<file path="src/common/olm_pkg.sv">
// Purpose: shared constants and types of the output cell array
// Assumes: 32-bit AXI4-Lite register access, one aligned word per register
// Notes:   the stored architecture word is 82 bits wide in three words
package olm_pkg;

    localparam int NUM_CELLS = 8;
    localparam int ARCH_BITS = 82;
    localparam int ADDR_W    = 8;

    // programming-map row of the architecture word
    localparam logic [7:0] ARCH_ROW = 8'h3C;

    // byte offsets of the registers
    localparam logic [ADDR_W-1:0] STATUS_OFS = 8'h00;
    localparam logic [ADDR_W-1:0] CHECK_OFS  = 8'h04;
    localparam logic [ADDR_W-1:0] ARCH0_OFS  = {ARCH_ROW[5:0], 2'b00};
    localparam logic [ADDR_W-1:0] ARCH1_OFS  = ARCH0_OFS + 8'h04;
    localparam logic [ADDR_W-1:0] ARCH2_OFS  = ARCH0_OFS + 8'h08;

    // field positions inside the architecture word
    localparam int POL_LSB    = 0;
    localparam int CELL_LSB   = 8;
    localparam int SHARED_POS = 16;
    localparam int GLOBAL_POS = 17;
    localparam int ARCH2_W    = ARCH_BITS - 64;

    // reset values
    localparam logic [31:0]        ARCH_WORD_RST = 32'h0000_0000;
    localparam logic [ARCH2_W-1:0] ARCH2_RST     = 18'h0_0000;
    localparam logic [NUM_CELLS-1:0] REG_Q_RST   = 8'h00;

    // axi responses
    localparam logic [1:0] RESP_OKAY   = 2'h0;
    localparam logic [1:0] RESP_SLVERR = 2'h2;

    typedef enum logic [2:0] {
        OLM_INVALID   = 3'b000,
        OLM_SIMPLE_OUT = 3'b001,
        OLM_SIMPLE_IN = 3'b010,
        OLM_COMPLEX   = 3'b011,
        OLM_REGISTERED = 3'b100,
        OLM_COMB_IN_REG = 3'b101
    } olm_mode_t;

    // architecture word, least significant field last
    typedef struct packed {
        logic [63:0]          spare;
        logic                 global_registered_select;
        logic                 shared_arch_bit;
        logic [NUM_CELLS-1:0] per_cell_arch_bit;
        logic [NUM_CELLS-1:0] polarity;
    } olm_arch_t;

    // all pads as seen by the core, one bit per cell
    typedef struct packed {
        logic [NUM_CELLS-1:0] o;
        logic [NUM_CELLS-1:0] oe;
    } olm_pad_t;

endpackage

</file>
<file path="src/hw/olm_top.sv">
// Purpose: eight configurable output cells behind an AXI4-Lite register file
// Assumes: sums and enable terms come from array logic on aclk
// Notes:   pins and the device clock pin are synchronised by three flops
`timescale 1ns/100ps

module olm_top
(
    input  wire logic                             aclk,
    input  wire logic                             aresetn,
    input  wire logic [olm_pkg::ADDR_W-1:0]       s_axi_awaddr,
    input  wire logic                             s_axi_awvalid,
    output logic                                  s_axi_awready,
    input  wire logic [31:0]                      s_axi_wdata,
    input  wire logic [3:0]                       s_axi_wstrb,
    input  wire logic                             s_axi_wvalid,
    output logic                                  s_axi_wready,
    output logic [1:0]                            s_axi_bresp,
    output logic                                  s_axi_bvalid,
    input  wire logic                             s_axi_bready,
    input  wire logic [olm_pkg::ADDR_W-1:0]       s_axi_araddr,
    input  wire logic                             s_axi_arvalid,
    output logic                                  s_axi_arready,
    output logic [31:0]                           s_axi_rdata,
    output logic [1:0]                            s_axi_rresp,
    output logic                                  s_axi_rvalid,
    input  wire logic                             s_axi_rready,
    input  wire logic                             dev_clk_pin,
    input  wire logic                             common_oe_n,
    input  wire logic [olm_pkg::NUM_CELLS-1:0]    sum_terms,
    input  wire logic [olm_pkg::NUM_CELLS-1:0]    oe_terms,
    input  wire logic [olm_pkg::NUM_CELLS-1:0]    pad_i,
    output olm_pkg::olm_pad_t                     pad,
    output logic [olm_pkg::NUM_CELLS-1:0]         feedback
);

    localparam int N = olm_pkg::NUM_CELLS;

    function automatic logic [31:0] merge(input logic [31:0] old_v,
                                          input logic [31:0] new_v,
                                          input logic [3:0]  strb);
        logic [31:0] r;
        r = old_v;
        for (int b = 0; b < 4; b++)
        begin
            if (strb[b])
            begin
                r[8*b +: 8] = new_v[8*b +: 8];
            end
        end
        return r;
    endfunction

    // only five combinations decode to a working cell
    function automatic olm_pkg::olm_mode_t decode(input logic g,
                                                   input logic s,
                                                   input logic c);
        olm_pkg::olm_mode_t m;
        case ({g, s, c})
            3'b100:  m = olm_pkg::OLM_SIMPLE_OUT;
            3'b101:  m = olm_pkg::OLM_SIMPLE_IN;
            3'b111:  m = olm_pkg::OLM_COMPLEX;
            3'b010:  m = olm_pkg::OLM_REGISTERED;
            3'b011:  m = olm_pkg::OLM_COMB_IN_REG;
            default: m = olm_pkg::OLM_INVALID;
        endcase
        return m;
    endfunction

    // ---- architecture word storage
    logic [31:0]                  arch0_q;
    logic [31:0]                  arch1_q;
    logic [olm_pkg::ARCH2_W-1:0]  arch2_q;
    olm_pkg::olm_arch_t           arch;

    assign arch = olm_pkg::olm_arch_t'({arch2_q, arch1_q, arch0_q});

    // ---- pin synchronisers
    logic [N+1:0] sync1_q;
    logic [N+1:0] sync2_q;
    logic [N+1:0] sync3_q;
    logic [N+1:0] pins_q;

    always_ff @(posedge aclk)
    begin
        if (!aresetn)
        begin
            sync1_q <= '0;
            sync2_q <= '0;
            sync3_q <= '0;
            pins_q  <= {1'b0, 1'b1, {N{1'b0}}};
        end
        else
        begin
            sync1_q <= {dev_clk_pin, common_oe_n, pad_i};
            sync2_q <= sync1_q;
            sync3_q <= sync2_q;
            for (int k = 0; k < N + 2; k++)
            begin
                if (sync2_q[k] == sync3_q[k])
                begin
                    pins_q[k] <= sync3_q[k];
                end
            end
        end
    end

    logic [N-1:0] pin_s;
    logic         oe_n_s;
    logic         clk_s;
    logic         clk_prev_q;
    logic         clk_rise;

    assign pin_s    = pins_q[N-1:0];
    assign oe_n_s   = pins_q[N];
    assign clk_s    = pins_q[N+1];
    assign clk_rise = clk_s & ~clk_prev_q;

    always_ff @(posedge aclk)
    begin
        if (!aresetn)
        begin
            clk_prev_q <= 1'b0;
        end
        else
        begin
            clk_prev_q <= clk_s;
        end
    end

    // ---- per cell decode
    olm_pkg::olm_mode_t mode [N];
    logic [N-1:0]       pv;
    logic [N-1:0]       nsel;

    always_comb
    begin
        logic s_eff;
        s_eff = 1'b0;
        for (int i = 0; i < N; i++)
        begin
            s_eff = arch.shared_arch_bit;
            if (i == 0 || i == N - 1)
            begin
                s_eff   = arch.global_registered_select;
                nsel[i] = ~arch.global_registered_select;
            end
            else
            begin
                nsel[i] = arch.per_cell_arch_bit[(i < N/2) ? i + 1 : i - 1];
            end
            mode[i] = decode(arch.global_registered_select,
                             s_eff, arch.per_cell_arch_bit[i]);
            pv[i] = sum_terms[i] ^ ~arch.polarity[i];
        end
    end

    // ---- output registers and pad drivers
    logic [N-1:0] reg_q;
    olm_pkg::olm_pad_t pad_q;
    logic [N-1:0] fb_q;

    always_ff @(posedge aclk)
    begin
        if (!aresetn)
        begin
            reg_q <= olm_pkg::REG_Q_RST;
        end
        else
        begin
            for (int i = 0; i < N; i++)
            begin
                if (mode[i] == olm_pkg::OLM_REGISTERED && clk_rise)
                begin
                    reg_q[i] <= ~pv[i];
                end
            end
        end
    end

    always_ff @(posedge aclk)
    begin
        if (!aresetn)
        begin
            pad_q <= '0;
            fb_q  <= '0;
        end
        else
        begin
            for (int i = 0; i < N; i++)
            begin
                case (mode[i])
                    olm_pkg::OLM_SIMPLE_OUT:
                    begin
                        pad_q.o[i]  <= pv[i];
                        pad_q.oe[i] <= 1'b1;
                        fb_q[i]     <= nsel[i] ? pin_s[(i < N/2) ? i + 1 : i - 1]
                                               : 1'b0;
                    end
                    olm_pkg::OLM_SIMPLE_IN:
                    begin
                        pad_q.o[i]  <= 1'b0;
                        pad_q.oe[i] <= 1'b0;
                        fb_q[i]     <= pin_s[i];
                    end
                    olm_pkg::OLM_COMPLEX,
                    olm_pkg::OLM_COMB_IN_REG:
                    begin
                        pad_q.o[i]  <= pv[i];
                        pad_q.oe[i] <= oe_terms[i];
                        // outer cells gate their own pin by the select
                        fb_q[i]     <= (i == 0 || i == N - 1)
                                       ? nsel[i] & pin_s[i]
                                       : pin_s[i];
                    end
                    olm_pkg::OLM_REGISTERED:
                    begin
                        pad_q.o[i]  <= ~reg_q[i];
                        pad_q.oe[i] <= ~oe_n_s;
                        fb_q[i]     <= ~reg_q[i];
                    end
                    default:
                    begin
                        pad_q.o[i]  <= 1'b0;
                        pad_q.oe[i] <= 1'b0;
                        fb_q[i]     <= 1'b0;
                    end
                endcase
            end
        end
    end

    assign pad      = pad_q;
    assign feedback = fb_q;

    // ---- AXI4-Lite slave
    logic                        aw_hold_q;
    logic                        w_hold_q;
    logic [olm_pkg::ADDR_W-1:0]  awaddr_q;
    logic [31:0]                 wdata_q;
    logic [3:0]                  wstrb_q;
    logic                        do_write;

    logic                        aw_hold_d;
    logic                        w_hold_d;
    logic                        bvalid_d;

    assign do_write  = aw_hold_q & w_hold_q & ~s_axi_bvalid;
    assign aw_hold_d = ~do_write
                       & (aw_hold_q | (s_axi_awvalid & s_axi_awready));
    assign w_hold_d  = ~do_write
                       & (w_hold_q | (s_axi_wvalid & s_axi_wready));
    assign bvalid_d  = do_write | (s_axi_bvalid & ~s_axi_bready);

    // readies come from flops and show the state after this edge
    always_ff @(posedge aclk)
    begin
        if (!aresetn)
        begin
            s_axi_awready <= 1'b0;
            s_axi_wready  <= 1'b0;
        end
        else
        begin
            s_axi_awready <= ~aw_hold_d & ~bvalid_d;
            s_axi_wready  <= ~w_hold_d & ~bvalid_d;
        end
    end

    always_ff @(posedge aclk)
    begin
        if (!aresetn)
        begin
            aw_hold_q    <= 1'b0;
            w_hold_q     <= 1'b0;
            awaddr_q     <= '0;
            wdata_q      <= '0;
            wstrb_q      <= '0;
            s_axi_bvalid <= 1'b0;
            s_axi_bresp  <= olm_pkg::RESP_OKAY;
        end
        else
        begin
            if (s_axi_awvalid && s_axi_awready)
            begin
                aw_hold_q <= 1'b1;
                awaddr_q  <= s_axi_awaddr;
            end
            if (s_axi_wvalid && s_axi_wready)
            begin
                w_hold_q <= 1'b1;
                wdata_q  <= s_axi_wdata;
                wstrb_q  <= s_axi_wstrb;
            end
            if (do_write)
            begin
                aw_hold_q    <= 1'b0;
                w_hold_q     <= 1'b0;
                s_axi_bvalid <= 1'b1;
                s_axi_bresp  <= (awaddr_q == olm_pkg::ARCH0_OFS ||
                                 awaddr_q == olm_pkg::ARCH1_OFS ||
                                 awaddr_q == olm_pkg::ARCH2_OFS)
                                ? olm_pkg::RESP_OKAY : olm_pkg::RESP_SLVERR;
            end
            else if (s_axi_bready)
            begin
                s_axi_bvalid <= 1'b0;
            end
        end
    end

    always_ff @(posedge aclk)
    begin
        if (!aresetn)
        begin
            arch0_q <= olm_pkg::ARCH_WORD_RST;
            arch1_q <= olm_pkg::ARCH_WORD_RST;
            arch2_q <= olm_pkg::ARCH2_RST;
        end
        else if (do_write)
        begin
            case (awaddr_q)
                olm_pkg::ARCH0_OFS: arch0_q <= merge(arch0_q, wdata_q, wstrb_q);
                olm_pkg::ARCH1_OFS: arch1_q <= merge(arch1_q, wdata_q, wstrb_q);
                olm_pkg::ARCH2_OFS:
                    arch2_q <= olm_pkg::ARCH2_W'(merge({14'h0000, arch2_q},
                                                       wdata_q, wstrb_q));
                default: ;
            endcase
        end
    end

    logic [N-1:0] invalid;

    always_comb
    begin
        for (int i = 0; i < N; i++)
        begin
            invalid[i] = (mode[i] == olm_pkg::OLM_INVALID);
        end
    end

    logic rvalid_d;

    assign rvalid_d = (s_axi_arvalid & s_axi_arready)
                      | (s_axi_rvalid & ~s_axi_rready);

    always_ff @(posedge aclk)
    begin
        if (!aresetn)
        begin
            s_axi_arready <= 1'b0;
        end
        else
        begin
            s_axi_arready <= ~rvalid_d;
        end
    end

    always_ff @(posedge aclk)
    begin
        if (!aresetn)
        begin
            s_axi_rvalid <= 1'b0;
            s_axi_rdata  <= '0;
            s_axi_rresp  <= olm_pkg::RESP_OKAY;
        end
        else if (s_axi_arvalid && s_axi_arready)
        begin
            s_axi_rvalid <= 1'b1;
            s_axi_rresp  <= olm_pkg::RESP_OKAY;
            case (s_axi_araddr)
                olm_pkg::STATUS_OFS: s_axi_rdata <= {8'h00, pad_q.oe, pad_q.o, reg_q};
                olm_pkg::CHECK_OFS:  s_axi_rdata <= {24'h000000, invalid};
                olm_pkg::ARCH0_OFS:  s_axi_rdata <= arch0_q;
                olm_pkg::ARCH1_OFS:  s_axi_rdata <= arch1_q;
                olm_pkg::ARCH2_OFS:  s_axi_rdata <= {14'h0000, arch2_q};
                default:
                begin
                    s_axi_rdata <= '0;
                    s_axi_rresp <= olm_pkg::RESP_SLVERR;
                end
            endcase
        end
        else if (s_axi_rready)
        begin
            s_axi_rvalid <= 1'b0;
        end
    end

    for (genvar g = 0; g < N; g++)
    begin : g_chk

    end
endmodule

</file>
<file path="config.mk">
export PLATFORM = sky130hd
export DESIGN_NAME = olm_top
export DESIGN_NICKNAME = d
export VERILOG_FILES = /design/src/common/olm_pkg.sv /design/src/hw/olm_top.sv
export SDC_FILE = /design/constraint.sdc
export NUM_CORES = 1
export LEC_CHECK = 0
export BUFFER_PORTS_ARGS = -buffer_cell sky130_fd_sc_hd__buf_4
export CORE_ASPECT_RATIO = 1.5
export CORE_UTILIZATION = 56
export CTS_CLUSTER_SIZE = 20
export DETAILED_ROUTE_END_ITERATION = 16
export GPL_ROUTABILITY_DRIVEN = 0
export GPL_TIMING_DRIVEN = 0
export PLACE_DENSITY_LB_ADDON = 0.12
export SETUP_SLACK_MARGIN = 0.1
export SLEW_MARGIN = 15
export SYNTH_ARGS = -nofsm -noshare
export SYNTH_HDL_FRONTEND = slang
export SYNTH_SLANG_ARGS = --single-unit
</file>
<file path="constraint.sdc">
create_clock -name aclk -period 2.4 [get_ports aclk]
set_clock_uncertainty 0.1 [all_clocks]
set_input_delay 0.6 -clock aclk [delete_from_list [all_inputs] [get_ports aclk]]
set_output_delay 0.6 -clock aclk [all_outputs]
set_load 0.1 [all_outputs]
</file>
* Yosys cells after proc, flatten, opt, wreduce, memory -nomap -nowiden
Cells that the tools add are included.
** Operators by class
- Equality and inequality tests :: 97
- Multiplexer cells :: 45
- Bitwise gates (word level) :: 62
- Reductions and logical operators :: 59
** Operator list (count)
- $pmux 32 s5 :: 1
- $eq 3x3->1 const B :: 40
- $pmux 3 s5 :: 8
- $eq 3x2->1 const B :: 32
- $eq 8x8->1 const B :: 6
- $pmux 1 s3 :: 14
- $reduce_or 3->1 :: 14
- $not 1->1 :: 36
- $reduce_and 3->1 :: 11
- $eq 3x1->1 const B :: 8
- $logic_not 3->1 :: 8
- $reduce_or 2->1 :: 9
- $pmux 1 s2 :: 8
- $and 1x1->1 :: 14
- $logic_and 1x1->1 :: 11
- $eq 1x1->1 :: 10
- $mux 1 :: 10
- $eq 8x3->1 const B :: 1
- $logic_not 8->1 :: 1
- $pmux 1 s4 :: 2
- $xor 1x1->1 :: 8
- $reduce_or 5->1 :: 1
- $mux 2 :: 2
- $or 1x1->1 :: 4
- 2 further kinds :: 4
** Word-level totals
- Bits in registers :: 242
- Input port bits :: 85
- Output and inout bits :: 65
- Logic and storage cells :: 312

* Depth between registers and ports, before layout
Gate-level depths: netlist (run 1).
- Depth after elaboration :: 6
- Mapped depth :: 7
- Gate-level depth less buffers :: 4

* Least setup slack after synthesis (run 1)
OpenSTA, ideal clock, no wires.
- Path kind :: reg2reg
- Start :: register s_axi_bvalid
- End :: register arch2_q[0] (netlist bit)
- Library setup time :: 125 ps
- Arrival time :: 1907 ps
- Required time :: 2175 ps
- Setup slack :: 268 ps
- Stages on the path, launching flop included :: 5
- Buffers on the path :: 0
- Period minus slack after synthesis :: 2132 ps
- Cells stage by stage :: dfxtp_1 -> nand3b_1 -> nor4_2 -> nand2_2 -> mux2i_1
** Between the ends
- Word-level cells in the longest chain between the ends :: 3
** RTL lines
- start, declared :: RTL line olm_top.sv:18 : output logic s_axi_bvalid,
- start signal, assigned :: RTL line olm_top.sv:278 : s_axi_bvalid <= 1'b0;
- start signal, assigned :: RTL line olm_top.sv:298 : s_axi_bvalid <= 1'b1;
- start signal, assigned :: RTL line olm_top.sv:306 : s_axi_bvalid <= 1'b0;
- $not 1->1 :: RTL line olm_top.sv:247 : assign do_write = aw_hold_q & w_hold_q & ~s_axi_bvalid;
- $and 1x1->1 :: RTL line olm_top.sv:247
- $reduce_and 3->1 (no line)
- end signal, assigned :: RTL line olm_top.sv:317 : arch2_q <= olm_pkg::ARCH2_RST;
- end signal, assigned :: RTL line olm_top.sv:325 : arch2_q <= olm_pkg::ARCH2_W'(merge({14'h0000, arch2_q},
- end, declared :: RTL line olm_top.sv:72 : logic [olm_pkg::ARCH2_W-1:0] arch2_q;
No other way between the ends.
A chain may end at the register's enable or synchronous reset.

* Worst setup path in the final report (run 1)
- Start :: input aresetn
- End :: register pad_q, in the netlist pad[14]
** RTL lines
- start, declared :: RTL line olm_top.sv:9 : input wire logic aresetn,
- end, declared :: RTL line olm_top.sv:159 : olm_pkg::olm_pad_t pad_q;
No word-level cell between the ends.

==> flow_summary.json, run 1 <==
{
  "io_buffers": 142,
  "rsz0062_at_grt": "false",
  "fmax_ghz": 0.4658,
  "grt_pass1_wl_um": 41860,
  "postLayoutCoreUtil_pct": 69.74,
  "cts_hold_buf": 0,
  "min_path_type": "in2reg",
  "overflow": 0,
  "drtPass1Iterations": 6,
  "setup_violations": 0,
  "final.min_clock_period_ns": 2.147,
  "endpoint_kind": "register",
  "status": "completed",
  "synth_top_cell_by_area": "dfxtp_1",
  "drc_errors": 0,
  "wl_per_cell_um": 18.80,
  "cts_tree": "done",
  "vias": 8184,
  "die_h_um": 161.6,
  "power_density_nw_per_um2": 711.8,
  "tns_ns": 0,
  "slew_headroom_pct": 26.66,
  "period_share_pct": 89.46,
  "use_met2_pct": 55.04,
  "synth_cell_types": 62,
  "grt.busiest_layer": "met2",
  "track_usage_pct": 31.46,
  "synthFlopType": "dfxtp_1",
  "yosysSeqAreaShare_pct": 48.42,
  "syn_area_um2": 9509,
  "synth_edf_count": 0,
  "setup_ws_ns": 0.2531,
  "finalHoldViolCount": 0,
  "start_util_pct": 56.97,
  "grt_pass1_vias": 7924,
  "cts.sinks": 230,
  "rows": 58,
  "ys_ff_latch": 230,
  "fp.dieW_um": 108.4,
  "drv_slew": 0,
  "path_clk_slew_ns": 0.07,
  "post-place-ws_ns": -0.2487,
  "ir_worst_vdd_uv": 830.5,
  "clock_latency_ns": 0.52,
  "use_met3_pct": 4.964,
  "drtIter0Drc": 699,
  "hold_ws_ns": 0.1966,
  "area_growth_pct": 22.41,
  "maxCapViolations": 0,
  "cts_max_level": 1,
  "antenna_found_initial": 0,
  "crit_arrival_ns": 2.41,
  "tightest_slew_ns": 1.090,
  "synthCells": 1046,
  "crit_path_start_kind": "input port",
  "ys_async_sr_fraction_pct": 0,
  "n_antenna_cell": 0,
  "numCtsBuffers": 22,
  "nets": 1300,
  "dieArea_um2": 17520,
  "synth_top_cell_area_share_pct": 48.42,
  "synth_area_leaders": "dfxtp_1, nand2_1, mux2i_1, a21boi_0, o21ai_0",
  "core_area_um2": 16690,
  "clk_path_buf_depth": 3,
  "crit_type": "in2reg",
  "placed_cells": 1401,
  "drt-total-wl_um": 27090,
  "grt_max_degree": 16,
  "io_pins": 150,
  "drtAntennaViolNets": 0,
  "stdcell_count": 1441,
  "viasPerCell": 5.679,
  "critPathMaxFanout": 10,
  "place_hpwl_um": 20040,
  "worstPathRequired_ns": 2.66,
  "grt_util_met1_pct": 36.51,
  "p_leak_nw": 4.895,
  "clockRootBuffer": "clkbuf_16",
  "mostFrequentLayoutCell": "nand2_1",
  "layout-drive-gt1-share_pct": 18.85,
  "final_cell_mix": "nand2_1, dfxtp_1, buf_4",
  "yosys_warnings": 0,
  "avgSynthCellArea_um2": 9.091
}
-- path summary, 6_finish.rpt --
kind,start,endpoint,slack (ns),cells after the start
max,aresetn,pad[14]$_SDFF_PN0_,0.25,4
min,pad_i[5],sync1_q[5]$_SDFF_PN0_,0.20,2
max reg2reg,arch0_q[17]$_SDFFE_PN0P_,s_axi_rdata[7]$_SDFFE_PN0P_,0.30,5
min reg2reg,sync1_q[3]$_SDFF_PN0_,sync2_q[3]$_SDFF_PN0_,0.33,1
-- repair_timing --
action	CTS	global route
setup buffers	0	0
resized for setup	0	2
endpoints found under the setup margin	0	1
-- synth_stat cells (12+ instances only) --
| library cell | number |
|---|---|
| nor2_1 | 21 |
| nand2_1 | 258 |
| nand3b_1 | 12 |
| clkbuf_1 | 61 |
| nor2b_1 | 13 |
| a21boi_0 | 56 |
| and2_1 | 31 |
| dfxtp_1 | 230 |
| mux2i_1 | 95 |
| o21ai_0 | 58 |
| a22oi_1 | 20 |
| a21oi_1 | 27 |
-- layer usage --
metal / vias to the layer above / part of all wire [%]
met3: 85 / 6.9
met1: 3805 / 38
met4: 0 / 4.7
li1: 3927 / -
met2: 367 / 50
met5: - / 0
-- power by group --
group / switching, mW / leakage, nW / total, mW / internal (mW)
registers: 0.0442 / 1.86 / 3.93 / 3.89
clock network: 1.54 / 0.381 / 3.74 / 2.21
logic: 0.405 / 2.65 / 0.609 / 0.204
total: 1.99 / 4.90 / 8.29 / 6.30
-- registers in the layout, indices dropped and copies added, names as in the netlist, 4 cells and up --
signal,count
arch0_q,32
arch1_q,32
s_axi_rdata,32
wdata_q,32
arch2_q,18
pad,16
awaddr_q,8
feedback,8
pins_q,8
sync1_q,8
sync2_q,8
sync3_q,8
reg_q,6
wstrb_q,4
-- critical path, cell delays in order --
cell      delay (ns)
clkbuf_1        0.34
clkbuf_1        0.49
clkbuf_1        0.50
a21boi_0        0.47
-- final cells by class --
cell class                 count  area, um2
clock inverter                11      152.6
inverter                      12      45.04
tap                          210      262.8
multi-input combinational    732       4557
buffer                        75      315.3
timing repair buffer         142       1066
fill                        1445       5051
clock buffer                  29      636.9
sequential                   230       4604
-- per-stage QoR --
stage          instance area (um2)  power, mW
2_1_floorplan                 9520      4.369
3_3_place_gp                 10850      4.614
3_5_place_dp                 10850      4.622
4_1_cts                      11640      8.294
5_1_grt                      11640      8.506
6_report                     11640      8.286
-- cells by family after synthesis --
| logic type | share of synthesized area, % |
|---|---|
| and+or+nand+nor | 19.63 |
| DFF | 48.42 |
| AOI/OAI and AO/OA | 16.92 |
| muxes | 10.47 |
| buffers and inverters | 3.776 |
| xor gates and xnor gates | 0.7369 |
| other | 0.03944 |
Power figures use the tool's default switching activity.
==> run 2, diff against run 1 <==
Settings changed: CORE_UTILIZATION 56 to 51.
Clock period 2.4 ns to 1.8 ns, I/O delays scaled along.
==> run 2 against run 1 <==
  * Critical path depth increased by 2
  * Wire length increased by 3.9%
  * Sequential cell count unchanged
  * Utilization decreased by 2.2 points
  * Via count increased by 0.11%
  * Largest cell class is now multi-input combinational cells
  * Total power increased by 27%
  * Clock power increased by 17%
  * Cell area increased by 5.0%
  * Sequential power increased by 34%
  * Global-route usage decreased by 2.4 points
  * Critical endpoint is now arch2_q[17]$_SDFFE_PN0P_
  * Register-to-register slack got worse by 0.24 ns
==> flow_summary.json, run 2 (synthesis gave the netlist of run 1 again) <==
{
  "period_share_pct": 96.49,
  "cts.sinks": 230,
  "worstPathRequired_ns": 2.10,
  "clockRootBuffer": "clkbuf_16",
  "min_path_type": "in2reg",
  "final_cell_mix": "nand2_1, dfxtp_1, buf_4",
  "setup_violations": 0,
  "drc_errors": 0,
  "ir_worst_vdd_uv": 713.3,
  "dieArea_um2": 19210,
  "share_comb_of_total_power_pct": 8.2,
  "crit_type": "reg2reg",
  "n_antenna_cell": 0,
  "core_area_um2": 18090,
  "cts_max_level": 1,
  "crit_path_start_kind": "register",
  "critPathMaxFanout": 4,
  "io_buffers": 142,
  "tightest_slew_ns": 0.8117,
  "clk_path_buf_depth": 3,
  "antenna_found_initial": 0,
  "power_frac_seq_pct": 50.0,
  "maxCapViolations": 0,
  "holdCritStartpoint": "pad_i[6]",
  "p_clk_share_pct": 41.8,
  "drtAntennaViolNets": 0,
  "grt_pass1_wl_um": 42740,
  "cts_tree": "done",
  "track_usage_pct": 29.10,
  "r2r-end": "arch2_q[17]$_SDFFE_PN0P_",
  "r2r_cells": 6,
  "area_growth_pct": 28.55,
  "placed_cells": 1439,
  "power.internal_mw": 7.973,
  "hold_depth": 2,
  "postPlaceCellArea_um2": 10980,
  "status": "completed",
  "drt-total-wl_um": 28150,
  "grt_max_degree": 17,
  "cts_hold_buf": 0,
  "die_h_um": 169.2,
  "drv_slew": 0,
  "nets": 1314,
  "start_util_pct": 52.56,
  "path_clk_slew_ns": 0.07,
  "viasPerCell": 5.491,
  "place_hpwl_um": 20440,
  "overflow": 0,
  "p_switching_mw": 2.534,
  "finalHoldViolCount": 0,
  "layout-drive-gt1-share_pct": 23.55,
  "crit_arrival_ns": 2.04,
  "fp.dieW_um": 113.5,
  "r2r-start": "awaddr_q[1]$_SDFFE_PN0P_",
  "fmax_ghz": 0.5758,
  "p_sw_share_pct": 24.12,
  "mostFrequentLayoutCell": "nand2_1",
  "endpoint_kind": "register",
  "min_to": "sync1_q[6]$_SDFF_PN0_",
  "final.min_clock_period_ns": 1.737,
  "clock_latency_ns": 0.51,
  "drtPass1Iterations": 5,
  "vias": 8193,
  "io_pins": 150,
  "drtIter0Drc": 643,
  "stdcell_count": 1492,
  "rrSetupSlack_ns": 0.06,
  "grt_pass1_vias": 7968,
  "numCtsBuffers": 21,
  "totalPowerFinal_mw": 10.51,
  "hold_ws_ns": 0.04995,
  "p_leak_nw": 5.124,
  "rows": 60,
  "wl_per_cell_um": 18.87,
  "power_density_nw_per_um2": 859.6,
  "slew_headroom_pct": 45.89,
  "rsz0062_at_grt": "true",
  "fin_area_um2": 12220
}
run 2: timing repair:
action                                 CTS  global route
setup endpoints to repair              181           149
gates cloned                             1             0
endpoints found under the hold margin    0             0
buffers inserted                        13             2
gates resized for setup                 71            81
pin swaps                                6             8
run 2: power by group through the flow:
stage / clock, mW / sequential [mW] / combinational (mW)
floorplan: 0 / 5.49 / 0.340
global placement: 0 / 5.35 / 0.810
detailed placement: 0 / 5.35 / 0.818
CTS: 4.44 / 5.24 / 0.841
global route: 4.64 / 5.26 / 0.915
finish: 4.39 / 5.25 / 0.862
run 2: layout make-up:
type                    instances  area [um2]
fillers                      1494        5868
well taps                     248       310.3
flip-flops and latches        230        4626
clock inverters                 5       56.30
clock buffers                  33       610.6
plain buffers                  74       381.6
inverters                      12       50.05
repair buffers                158        1455
multi-input cells             732        4735
run 2: how the worst max path moves through the flow:
stage                                   startpoint                           end  cells after the start
after floorplan                    s_axi_araddr[5]  s_axi_rdata[19]$_SDFFE_PN0P_                      6
after global placement                     aresetn        feedback[1]$_SDFF_PN0_                      4
after detailed placement           s_axi_araddr[6]  s_axi_rdata[14]$_SDFFE_PN0P_                      7
after CTS                 awaddr_q[0]$_SDFFE_PN0P_       arch1_q[9]$_SDFFE_PN0P_                      5
after global routing      awaddr_q[1]$_SDFFE_PN0P_      arch2_q[17]$_SDFFE_PN0P_                      6
final                     awaddr_q[1]$_SDFFE_PN0P_      arch2_q[17]$_SDFFE_PN0P_                      6
run 2: critical path: stages (launching register included):
cell and delay [ns]:
dfxtp_1 0.31, or2_4 0.29, nor4_4 0.26, buf_4 0.19
buf_4 0.12, nand2_2 0.08, mux2i_1 0.28
run 2: per-stage QoR:
stage | TNS [ns] | utilization (%) | setup slack (ns)
floorplan | -2.473 | - | -0.1128
global placement | -75.12 | 60.70 | -0.6686
detailed placement | -78.42 | 60.70 | -0.6563
CTS | 0 | 66.27 | 0.07137
global route | -0.05181 | 67.57 | -0.05181
finish | 0 | 67.57 | 0.06317
run 2: routing by layer:
metal / routed length (um) / global-route usage, % / up-vias
li1: - / - / 3961
met1: 10800 / 33.87 / 3793
met2: 13720 / 50.64 / 352
met3: 1823 / 3.643 / 87
met4: 1798 / 17.68 / 0
met5: 0 / 0 / -
